===== src/shared/ccs_pkg.sv =====
// Constants and carrier types for the capacitance calibration sequencer.
// Assumes a byte-wide register port decoded by an external serial slave.
package ccs_pkg;

  // ----------------------------------------
  // Register offsets
  // ----------------------------------------
  localparam logic [7:0] RUN_CONTROL_ADDR = 8'h00;
  localparam logic [7:0] FUNCTION_CONFIG_1_ADDR = 8'h01;
  localparam logic [7:0] FUNCTION_CONFIG_2_ADDR = 8'h02;
  localparam logic [7:0] IRQ_STATUS_2_ADDR = 8'h06;
  localparam logic [7:0] SENSOR0_STATIC_OFFSET_ADDR = 8'h62;
  localparam logic [7:0] SENSOR13_STATIC_OFFSET_ADDR = 8'h6f;

  // ----------------------------------------
  // Field positions and reset values
  // ----------------------------------------
  localparam int RUN_BIT = 0;
  localparam int IRQ_FLOAT_BIT = 5;
  localparam int CAL_MODE_BIT = 7;
  localparam int IRQ_DONE_BIT = 0;
  localparam logic [7:0] RUN_CONTROL_RST = 8'h00;
  localparam logic [7:0] CONFIG_RST = 8'h00;
  localparam logic [7:0] OFFSET_RST = 8'h00;

  // ----------------------------------------
  // Sensor scan
  // ----------------------------------------
  localparam int NUM_INPUTS = 14;
  localparam int IDX_W = 4;
  localparam logic [3:0] LAST_INPUT = 4'hd;
  // Last count of a slot; one input takes seventeen cycles and the front end gives its result at the end
  localparam logic [7:0] SLOT_CYCLES = 8'h10;
  // Last gap count; 34 idle cycles lie between two scans, the window in which the host may read
  localparam logic [7:0] GAP_CYCLES = 8'h20;

  typedef enum logic [3:0] {
    CCS_IDLE = 4'b0001,
    CCS_SCAN = 4'b0010,
    CCS_DONE = 4'b0100,
    CCS_GAP  = 4'b1000
  } ccs_state_t;

  typedef struct packed {
    logic       wr;
    logic       rd;
    logic [7:0] addr;
    logic [7:0] wdata;
  } ccs_reg_req_t;

endpackage : ccs_pkg


===== src/rtl/ccs_offset_mem.sv =====
// Fourteen-entry static offset store with registered read data.
// Assumes one writer port shared by host writes and calibration stores.
`timescale 1ns/1ps
module ccs_offset_mem (
  // Clock and reset
  input wire logic clk_i,
  input wire logic rst_i,
  // Write port
  input wire logic we_i,
  input wire logic [3:0] waddr_i,
  input wire logic [7:0] wdata_i,
  // Read port
  input wire logic [3:0] raddr_i,
  output logic [7:0] rdata_o
);

  logic [7:0] mem_q [ccs_pkg::NUM_INPUTS];

  // ----------------------------------------
  // Storage
  // ----------------------------------------
  for (genvar g = 0; g < ccs_pkg::NUM_INPUTS; g++) begin : g_ent
    always_ff @(posedge clk_i or posedge rst_i) begin
      if (rst_i) begin
        mem_q[g] <= ccs_pkg::OFFSET_RST;
      end else if (we_i && waddr_i == 4'(g)) begin
        mem_q[g] <= wdata_i;
      end
    end
  end

  always_ff @(posedge clk_i or posedge rst_i) begin
    if (rst_i) begin
      rdata_o <= 8'h00;
    end else if (raddr_i <= ccs_pkg::LAST_INPUT) begin
      rdata_o <= mem_q[raddr_i];
    end else begin
      rdata_o <= 8'h00;
    end
  end

endmodule : ccs_offset_mem


===== src/rtl/ccs_sequencer.sv =====
// Run/standby sequencing, static offset calibration and interrupt pin control.
// Assumes a serial slave turns bus transfers into single-cycle read/write
// strobes and an analog front end returns one sample per input slot.
`timescale 1ns/1ps

module ccs_sequencer (
  // Clock and reset
  input wire logic clk_i,
  input wire logic rst_i,
  // Register port from the serial slave
  input wire ccs_pkg::ccs_reg_req_t req_i,
  output logic [7:0] rdata_o,
  // Analog front end
  input wire logic [7:0] sample_i,
  output logic [3:0] sense_sel_o,
  output logic sample_valid_o,
  output logic [15:0] result_o,
  // Interrupt pin
  output logic irq_pin_o,
  output logic irq_pin_oe_n_o,
  // Sensor drive line
  output logic sensor_drive_line_o,
  output logic sensor_drive_line_oe_n_o,
  // Status
  output logic measuring_o
);

  // ----------------------------------------
  // Registers
  // ----------------------------------------
  logic [7:0] run_control_q;
  logic [7:0] function_config_1_q;
  logic [7:0] function_config_2_q;
  logic irq_pend_q;
  ccs_pkg::ccs_state_t state_q, state_d;
  logic [3:0] idx_q;
  logic [7:0] cnt_q;
  logic drive_q;
  logic [7:0] rdata_q;
  logic rd_mem_q;
  logic [3:0] rd_idx_q;
  logic [15:0] result_q;
  logic sample_valid_q;

  // ----------------------------------------
  // Decode
  // ----------------------------------------
  wire logic wr_ctl = req_i.wr && req_i.addr == ccs_pkg::RUN_CONTROL_ADDR;
  wire logic wr_cfg1 = req_i.wr && req_i.addr == ccs_pkg::FUNCTION_CONFIG_1_ADDR;
  wire logic wr_cfg2 = req_i.wr && req_i.addr == ccs_pkg::FUNCTION_CONFIG_2_ADDR;
  wire logic rd_stat = req_i.rd && req_i.addr == ccs_pkg::IRQ_STATUS_2_ADDR;
  wire logic in_ofs = req_i.addr >= ccs_pkg::SENSOR0_STATIC_OFFSET_ADDR &&
                      req_i.addr <= ccs_pkg::SENSOR13_STATIC_OFFSET_ADDR;
  wire logic [7:0] ofs_rel = req_i.addr - ccs_pkg::SENSOR0_STATIC_OFFSET_ADDR;
  wire logic [3:0] ofs_idx = ofs_rel[3:0];
  wire logic run = run_control_q[ccs_pkg::RUN_BIT];
  // Mode is read unregistered at each slot end so a mode change applies from the slot in progress
  wire logic cal_mode = function_config_1_q[ccs_pkg::CAL_MODE_BIT];
  wire logic slot_end = state_q == ccs_pkg::CCS_SCAN && cnt_q == ccs_pkg::SLOT_CYCLES;
  wire logic cal_store = slot_end && cal_mode;
  wire logic scan_done = state_q == ccs_pkg::CCS_DONE;

  always_ff @(posedge clk_i or posedge rst_i) begin
    if (rst_i) begin
      run_control_q <= ccs_pkg::RUN_CONTROL_RST;
      function_config_1_q <= ccs_pkg::CONFIG_RST;
      function_config_2_q <= ccs_pkg::CONFIG_RST;
    end else begin
      // Float and run land in one write, so a restart floats the pin only if bit 5 is set with it
      if (wr_ctl) run_control_q <= req_i.wdata;
      if (wr_cfg1) function_config_1_q <= req_i.wdata;
      if (wr_cfg2) function_config_2_q <= req_i.wdata;
    end
  end

  // ----------------------------------------
  // Scan sequencer
  // ----------------------------------------
  always_comb begin
    state_d = state_q;
    unique case (state_q)
      ccs_pkg::CCS_IDLE: if (run) state_d = ccs_pkg::CCS_SCAN;
      ccs_pkg::CCS_SCAN: begin
        if (slot_end && idx_q == ccs_pkg::LAST_INPUT) state_d = ccs_pkg::CCS_DONE;
      end
      ccs_pkg::CCS_DONE: state_d = ccs_pkg::CCS_GAP;
      ccs_pkg::CCS_GAP: begin
        // Standby is entered only from the gap, so a scan always completes
        if (!run) state_d = ccs_pkg::CCS_IDLE;
        else if (cnt_q == ccs_pkg::GAP_CYCLES) state_d = ccs_pkg::CCS_SCAN;
      end
    endcase
  end

  always_ff @(posedge clk_i or posedge rst_i) begin
    if (rst_i) begin
      state_q <= ccs_pkg::CCS_IDLE;
      idx_q <= 4'h0;
      cnt_q <= 8'h00;
    end else begin
      state_q <= state_d;
      if (state_d != state_q || slot_end) cnt_q <= 8'h00;
      else cnt_q <= cnt_q + 8'h01;
      // Cleared as the scan ends, so the select never shows a fifteenth input
      if (state_d != ccs_pkg::CCS_SCAN) idx_q <= 4'h0;
      else if (slot_end) idx_q <= idx_q + 4'h1;
    end
  end

  // ----------------------------------------
  // Interrupt and drive pins
  // ----------------------------------------
  always_ff @(posedge clk_i or posedge rst_i) begin
    if (rst_i) begin
      irq_pend_q <= 1'b0;
      drive_q <= 1'b0;
    end else begin
      // A completing scan wins over the acknowledging read
      if (scan_done) irq_pend_q <= 1'b1;
      else if (rd_stat) irq_pend_q <= 1'b0;
      drive_q <= state_q == ccs_pkg::CCS_SCAN && cnt_q < (ccs_pkg::SLOT_CYCLES >> 1);
    end
  end

  // Driven level is always defined low or high while not floated
  assign irq_pin_o = irq_pend_q;
  assign irq_pin_oe_n_o = run_control_q[ccs_pkg::IRQ_FLOAT_BIT];
  assign sensor_drive_line_o = drive_q;
  assign sensor_drive_line_oe_n_o = state_q != ccs_pkg::CCS_SCAN;
  assign measuring_o = state_q == ccs_pkg::CCS_SCAN;
  assign sense_sel_o = idx_q;

  // ----------------------------------------
  // Offset store and results
  // ----------------------------------------
  wire logic mem_we = cal_store || (req_i.wr && in_ofs && !cal_store);
  wire logic [3:0] mem_waddr = cal_store ? idx_q : ofs_idx;
  wire logic [7:0] mem_wdata = cal_store ? sample_i : req_i.wdata;
  logic [7:0] mem_rdata;
  // Read address held after the read so offset read data stands until the next read
  wire logic [3:0] mem_raddr = req_i.rd ? ofs_idx : rd_idx_q;

  ccs_offset_mem u_mem (
    .clk_i(clk_i),
    .rst_i(rst_i),
    .we_i(mem_we),
    .waddr_i(mem_waddr),
    .wdata_i(mem_wdata),
    .raddr_i(mem_raddr),
    .rdata_o(mem_rdata)
  );

  always_ff @(posedge clk_i or posedge rst_i) begin
    if (rst_i) begin
      result_q <= 16'h0000;
      sample_valid_q <= 1'b0;
    end else begin
      sample_valid_q <= slot_end && !cal_mode;
      // Raw sample; offsets are stored here but not applied to the result
      if (slot_end && !cal_mode) result_q <= {idx_q, 4'h0, sample_i};
    end
  end

  assign result_o = result_q;
  assign sample_valid_o = sample_valid_q;

  // ----------------------------------------
  // Read data
  // ----------------------------------------
  wire logic [7:0] stat_val = {7'h00, irq_pend_q};
  wire logic [7:0] rd_mux = (req_i.addr == ccs_pkg::RUN_CONTROL_ADDR) ? run_control_q :
                            (req_i.addr == ccs_pkg::FUNCTION_CONFIG_1_ADDR) ? function_config_1_q :
                            (req_i.addr == ccs_pkg::FUNCTION_CONFIG_2_ADDR) ? function_config_2_q :
                            (req_i.addr == ccs_pkg::IRQ_STATUS_2_ADDR) ? stat_val : 8'h00;

  always_ff @(posedge clk_i or posedge rst_i) begin
    if (rst_i) begin
      rdata_q <= 8'h00;
      rd_mem_q <= 1'b0;
      rd_idx_q <= 4'h0;
    end else if (req_i.rd) begin
      rdata_q <= rd_mux;
      rd_mem_q <= in_ofs;
      rd_idx_q <= ofs_idx;
    end
  end

  assign rdata_o = rd_mem_q ? mem_rdata : rdata_q;

endmodule : ccs_sequencer


===== config.mk =====
export PLATFORM = sky130hd
export DESIGN_NAME = ccs_sequencer
export DESIGN_NICKNAME = d
export VERILOG_FILES = /design/src/shared/ccs_pkg.sv /design/src/rtl/ccs_offset_mem.sv /design/src/rtl/ccs_sequencer.sv
export SDC_FILE = /design/constraint.sdc
export NUM_CORES = 1
export LEC_CHECK = 0
export ABC_CLOCK_PERIOD_IN_PS = 11500
export BUFFER_PORTS_ARGS = -buffer_cell sky130_fd_sc_hd__buf_4
export CAP_MARGIN = 20
export CORE_MARGIN = 2
export CORE_UTILIZATION = 45
export DETAILED_ROUTE_END_ITERATION = 12
export SYNTH_ARGS = -nofsm -noshare
export SYNTH_HDL_FRONTEND = slang
export SYNTH_SLANG_ARGS = --single-unit

===== constraint.sdc =====
create_clock -name clk_i -period 11.5 [get_ports clk_i]
set_input_delay 0 -clock clk_i [delete_from_list [all_inputs] [get_ports clk_i]]
set_output_delay 0 -clock clk_i [all_outputs]
set_load 0.03 [all_outputs]

# ---- Word level (Yosys, flattened, before mapping)
# Index checks and enable logic that the tools add are counted.
dict set report word_totals {
  regBits 188
  elab_cells 119
}
dict set report op_classes {
  addsub 3
  order_cmp 5
  eq_ne 26
  muxes 22
  n_bitwise 1
  n_reduce_logical 34
}
# cell count
set ops {}
lappend ops {{$mux 8} 9}
lappend ops {{$bmux 8 s4} 1}
lappend ops {{$eq 4x4->1 const B} 8}
lappend ops {{$mux 4} 8}
lappend ops {{$logic_and 1x1->1} 26}
lappend ops {{$eq 4x3->1 const B} 5}
lappend ops {{$pmux 4 s4} 1}
lappend ops {{$eq 4x2->1 const B} 3}
lappend ops {{$add 8x1->8 const B} 1}
lappend ops {{$eq 4x1->1 const B} 2}
lappend ops {{$eq 8x1->1 const B} 1}
lappend ops {{$eq 8x2->1 const B} 1}
lappend ops {{$eq 8x3->1 const B} 1}
lappend ops {{$eq 8x5->1 const B} 1}
lappend ops {{$eq 8x6->1 const B} 1}
lappend ops {{$ge 8x7->1 const B} 1}
lappend ops {{$le 8x7->1 const B} 1}
lappend ops {{$logic_not 8->1} 1}
lappend ops {{$lt 8x4->1 const B} 1}
lappend ops {{$ne 4x2->1 const B} 2}
lappend ops {{$ge 5x5->1 const B} 1}
lappend ops {{$not 4->5} 1}
lappend ops {{$add 4x1->4 const B} 1}
lappend ops {{$le 4x4->1 const B} 1}
lappend ops {{7 further kinds} 12}

# ---- Depth between registers and ports, before layout
dict set report logic_depth {
  depth_word 8
  ltp_mapped 11
  ltp_nobuf 8
}

# ---- Cells and area by module
# From an unflattened synthesis, not the netlist that was laid out.
dict set report hier_totals {
  hier_cells 639
  hier_area_um2 8963.6
}
# module n_inst cells_per_inst area_each_um2 seq_area_each_um2
set by_module_without_submodules {}
lappend by_module_without_submodules {ccs_offset_mem 1 339 5447.7 3002.9}
lappend by_module_without_submodules {ccs_sequencer 1 300 3515.9 1702.9}

# ---- Least setup slack after synthesis
# No wires, ideal clock.
dict set report synth_path {
  path_kind {register -> register}
  from {reg state_q[3]}
  to {reg u_mem.mem_q[16] in the netlist's numbering}
  setup_ns 0.135
  t_arrival_ns 2.644
  path_slack_ns 8.721
  path_stages_with_launch 11
  path_buffers 4
  period_less_slack_ns 2.779
  path_cell_list {dfrtp_1 or4b_1 clkbuf_1 or4_1 buf_4 buf_6 mux2i_1 nand3_1 buf_2 nand2_1 o21ai_0}
}
dict set report synth_between {
  elab_chain_len 7
  elab_cells_between_ends 10
}
# element line_no
set synth_rtl {}
lappend synth_rtl {{start: declaration} ccs_sequencer.sv:35} ;# ccs_pkg::ccs_state_t state_q, state_d;
lappend synth_rtl {{start signal: assignment} ccs_sequencer.sv:97} ;# state_q <= ccs_pkg::CCS_IDLE;
lappend synth_rtl {{start signal: assignment} ccs_sequencer.sv:101} ;# state_q <= state_d;
lappend synth_rtl {{$eq 4x2->1 *} ccs_sequencer.sv:59} ;# wire logic slot_end = state_q == ccs_pkg::CCS_SCAN && cnt_q == ccs_pkg::SLOT_CYCLES;
lappend synth_rtl {{$logic_and 1x1->1 *} ccs_sequencer.sv:59}
lappend synth_rtl {{$logic_and 1x1->1 *} ccs_sequencer.sv:60} ;# wire logic cal_store = slot_end && cal_mode;
lappend synth_rtl {{branches (longest 4 deep; another with $mux 4)} -}
lappend synth_rtl {{end signal: indexed assignment} ccs_offset_mem.sv:25} ;# mem_q[g] <= ccs_pkg::OFFSET_RST;
lappend synth_rtl {{end signal: indexed assignment} ccs_offset_mem.sv:27} ;# mem_q[g] <= wdata_i;
lappend synth_rtl {{end: declaration} ccs_offset_mem.sv:17} ;# logic [7:0] mem_q [ccs_pkg::NUM_INPUTS];
# Every way passes the cells marked *.
# A chain may end at the register's enable or synchronous reset.

# ---- Final worst setup path
dict set report layout_path {
  from {reg state_q[3]}
  to {reg u_mem.mem_q[76] in the netlist's numbering}
}
dict set report layout_between {
  elab_chain_len 7
  elab_cells_between_ends 10
}
# element line_no
set layout_rtl {}
lappend layout_rtl {{$eq 4x2->1 *} ccs_sequencer.sv:59}
lappend layout_rtl {{$logic_and 1x1->1 *} ccs_sequencer.sv:59}
lappend layout_rtl {{$logic_and 1x1->1 *} ccs_sequencer.sv:60}
lappend layout_rtl {{branches (longest 4 deep; another with $mux 4)} -}
# Marks and branches as above.

==> results.sh <==
export IMPL_syn_to_final_growth_pct=16.4
export IMPL_worst_path_max_delay_cell="nand3_1"
export IMPL_fp_dieH_um=143
export IMPL_cts_tree="built"
export IMPL_maxCapViolations=0
export IMPL_grt_util_all_layers_pct=23.3
export IMPL_hold_path_startpoint="req_i[11]"
export IMPL_worst_setup_path_type="reg2reg"
export IMPL_swShare_pct=31.3
export IMPL_synth_area_um2=8650
export IMPL_clkTransAtPathRegs_ns=0.08
export IMPL_min_period_ns=3.43
export IMPL_drt_drc_violations_left=0
export IMPL_use_met3_pct=4.59
export IMPL_wl_per_cell_um=19.7
export IMPL_start_util_pct=46.1
export IMPL_io_pins=62
export IMPL_end_kind="flop"
export IMPL_drtPass1Iterations=4
export IMPL_min_path_type="in2reg"
export IMPL_worst_r2r_setup_slack_ns=8.07
export IMPL_rsz0062_at_grt="no"
export IMPL_cp_start_kind="flop"
export IMPL_num_rows=50
export IMPL_hpwlAfterDp_mm=14.8
export IMPL_max_slew_margin_rel_pct=31.3
export IMPL_synth_cell_types=51
export IMPL_htreeDepth=4
export IMPL_max_freq_mhz=291
export IMPL_crit_path_max_fanout=18
export IMPL_crit_family="simple AND/OR/NAND/NOR gates"
export IMPL_fin_cells=1142
export IMPL_worst_slack_ns=8.07
export IMPL_grt_ovfl_total=0
export IMPL_avgSynthCellArea_um2=10.4
export IMPL_grt_busiest_layer="met2"
export IMPL_die_x_um=143
export IMPL_cts_setup_buffers=0
export IMPL_power_switching_w=0.000543
export IMPL_grt_max_degree=101
export IMPL_fin_tns_setup_ns=0
export IMPL_hold_end="rdata_q[0]$_DFFE_PP0P_"
export IMPL_drive_gt1_share_pct=18.5
export IMPL_r2r_end="u_mem.mem_q[76]$_DFFE_PP0P_"
export IMPL_ys_seq_area_share_pct=54.4
export IMPL_nets=928
export IMPL_cp_arrival_ns=3.76
export IMPL_antennaDiodeCount=0
export IMPL_ys_flop_type="dfrtp_1"
export IMPL_ant_nets=0
export IMPL_crit_chain="or4b_1 > or4_1 > buf_4 > mux2i_1 > nand3_1 > o21ai_0"
export IMPL_power_total_w=0.00174
export IMPL_hold_viol=0
export IMPL_root_buffer="clkbuf_16"
export IMPL_met2_usage_pct=37.2
export IMPL_pre_cts_slack_ns=8.08
export IMPL_setup_viol=0
export IMPL_coreArea_um2=18800
export IMPL_place_inst=1081
export IMPL_synth_seq_cells=188
export IMPL_p_per_area_nw_per_um2=172
export IMPL_power_frac_comb_pct=19.1
export IMPL_grt_use_met1_pct=31.7
export IMPL_clock_skew_ns=0.00950
export IMPL_layout_commonest_cell="dfrtp_1"
export IMPL_clockPowerShare_pct=34.3
export IMPL_fin_crit_sh_pct=29.8
export IMPL_p_leak_nw=4.74
export IMPL_grt_pass1_wl_mm=35.7
export IMPL_dr_first_iter_drc_count=532
export IMPL_clk_latency_ns=0.44
export IMPL_min_path_cells=4
export IMPL_worst_slew_pin_slew_ns=1.00
export IMPL_status="finished clean"
export IMPL_async_flop_share_pct=100
export IMPL_vias=6543
export IMPL_cts_sinks=188
export IMPL_intPower_w=0.00119
export IMPL_r2r_start="state_q[3]$_DFF_PP0_"
export IMPL_ff2ff_path_depth=6
export IMPL_numCtsBuffers=17
export IMPL_ir_drop_uv=117
export IMPL_path_buf_inv=1
export IMPL_antenna_found_initial=1
export IMPL_final_cell_mix="dfrtp_1, nand2_1, o21ai_0, nor2_1, buf_4"
export IMPL_seqPwrFrac_pct=46.6
export IMPL_synth_edf_count=0
export IMPL_fillers=1633
export IMPL_routed_wl_mm=22.5
export IMPL_cts_max_path_buffers=2
export IMPL_drv_slew=0
export IMPL_grt_pass1_vias=6433
export IMPL_dieArea_um2=20400
export IMPL_via_per_inst=5.73
export IMPL_port_buffers=57
export IMPL_globalplace_congestion=0.822
export IMPL_synthCells=834
export IMPL_yosysWarnings=0
export IMPL_slowest_delay_ns=0.69
export IMPL_utilization_pct=53.7
export IMPL_required_ns=11.83
[metrics by stage]
stage / hold slack, ns / instance area (um^2)
after detailed placement: 0.257 / 9180
after CTS: 0.0516 / 10000
final: 0.0668 / 10100
after floorplan: 0.151 / 8670
after global routing: 0.0953 / 10100
after global placement: 0.249 / 9150
[sequential cells by signal, indices dropped and copies added (netlist names)]
| name | count |
|---|---|
| state_q | 4 |
| function_config_1_q | 8 |
| rd_mem_q | 1 |
| rdata_q | 8 |
| sense_sel_o | 4 |
| cnt_q | 8 |
| rd_idx_q | 4 |
| irq_pin_o | 1 |
| u_mem.mem_q | 112 |
| u_mem.rdata_o | 8 |
| sample_valid_o | 1 |
| sensor_drive_line_o | 1 |
| run_control_q | 8 |
| result_o | 12 |
| function_config_2_q | 8 |
[what timing repair did]
action,in CTS,in global routing
hold buffers,24,0
setup endpoints to repair,0,0
resized for setup,0,0
endpoints found under the hold margin,140,0
[layout make-up]
class / instances / area (um^2) / share of cell area (%)
clock inverter: 15 / 171 / 1.70
sequential: 188 / 4710 / 46.7
multi-input combinational: 571 / 3600 / 35.8
clock buffer: 17 / 425 / 4.22
tap: 234 / 293 / 2.91
inverter: 22 / 87.6 / 0.869
timing repair buffer: 95 / 790 / 7.84
[worst max-delay path by stage]
stage | start | to | cells past startpoint | slack (ns)
floorplan | rst_i | cnt_q[0]$_DFF_PP0_ | 1 | 6.39
global placement | state_q[3]$_DFF_PP0_ | u_mem.mem_q[79]$_DFFE_PP0P_ | 7 | 8.22
detailed placement | state_q[3]$_DFF_PP0_ | u_mem.mem_q[76]$_DFFE_PP0P_ | 6 | 8.08
CTS | state_q[3]$_DFF_PP0_ | u_mem.mem_q[76]$_DFFE_PP0P_ | 6 | 8.05
global route | req_i[16] | u_mem.rdata_o[4]$_DFF_PP0_ | 10 | 7.86
finish | state_q[3]$_DFF_PP0_ | u_mem.mem_q[76]$_DFFE_PP0P_ | 6 | 8.07
[metal layers]
layer,routed length (um),part of all wire [%],up-vias
li1,-,-,3025
met2,10800,48,190
met3,1150,5.1,44
met4,544,2.4,2
met5,13,0.058,-
met1,9990,44,3282
[tightest hold or removal path, cell delays in order]
cell      delay (ns)
buf_4           0.09
or4_1           0.14
o221ai_1        0.13
o21a_1          0.11
[cell usage after synthesis (2+ instances only)]
cell type | n | area, um^2
mux4_2 | 8 | 180
buf_2 | 8 | 40.0
a21oi_1 | 55 | 275
nand3_2 | 2 | 20.0
nand2b_1 | 7 | 43.8
buf_6 | 5 | 56.3
nand3b_1 | 3 | 22.5
a311oi_1 | 17 | 149
xor2_1 | 5 | 43.8
nor3_1 | 3 | 15.0
a211oi_1 | 17 | 128
dfrtp_1 | 187 | 4680
mux2i_2 | 2 | 27.5
and3_1 | 21 | 131
ha_1 | 5 | 62.6
mux2i_4 | 3 | 67.6
buf_4 | 8 | 60.1
xnor2_1 | 5 | 43.8
nand2_1 | 121 | 454
o21a_1 | 2 | 15.0
mux2i_1 | 32 | 320
or3_1 | 3 | 18.8
nand4_1 | 2 | 12.5
mux2_2 | 44 | 495
clkbuf_1 | 34 | 128
inv_1 | 21 | 78.8
o21ai_0 | 85 | 425
o211ai_1 | 8 | 60.1
and4_1 | 2 | 17.5
nor2_1 | 77 | 289
nand3_1 | 18 | 90.1
or4_1 | 4 | 30.0
a21o_1 | 2 | 15.0
[logic make-up (layout without fill, tap and decap cells)]
family                     Yosys count  in the layout  share of synthesized area [%]
AOI/OAI and AO/OA                  193            193                           13.0
muxes                               89             89                           12.6
DFF                                188            188                           54.4
buffers and inverters               78            149                           4.28
other                                1              4                         0.0433
and+or+nand+nor                    270            270                           14.0
xor gates and xnor gates            10             10                           1.01
adders and majority gates            5              5                          0.723
[power groups by stage]
stage          clock (W)  sequential (W)  combinational [W]
6_report        0.000596        0.000808           0.000332
5_1_grt         0.000635        0.000818           0.000367
4_1_cts         0.000605        0.000808           0.000332
3_5_place_dp           0        0.000820           0.000326
3_3_place_gp           0        0.000818           0.000315
2_1_floorplan          0        0.000823           0.000211
(Power assumes the default switching activity.)
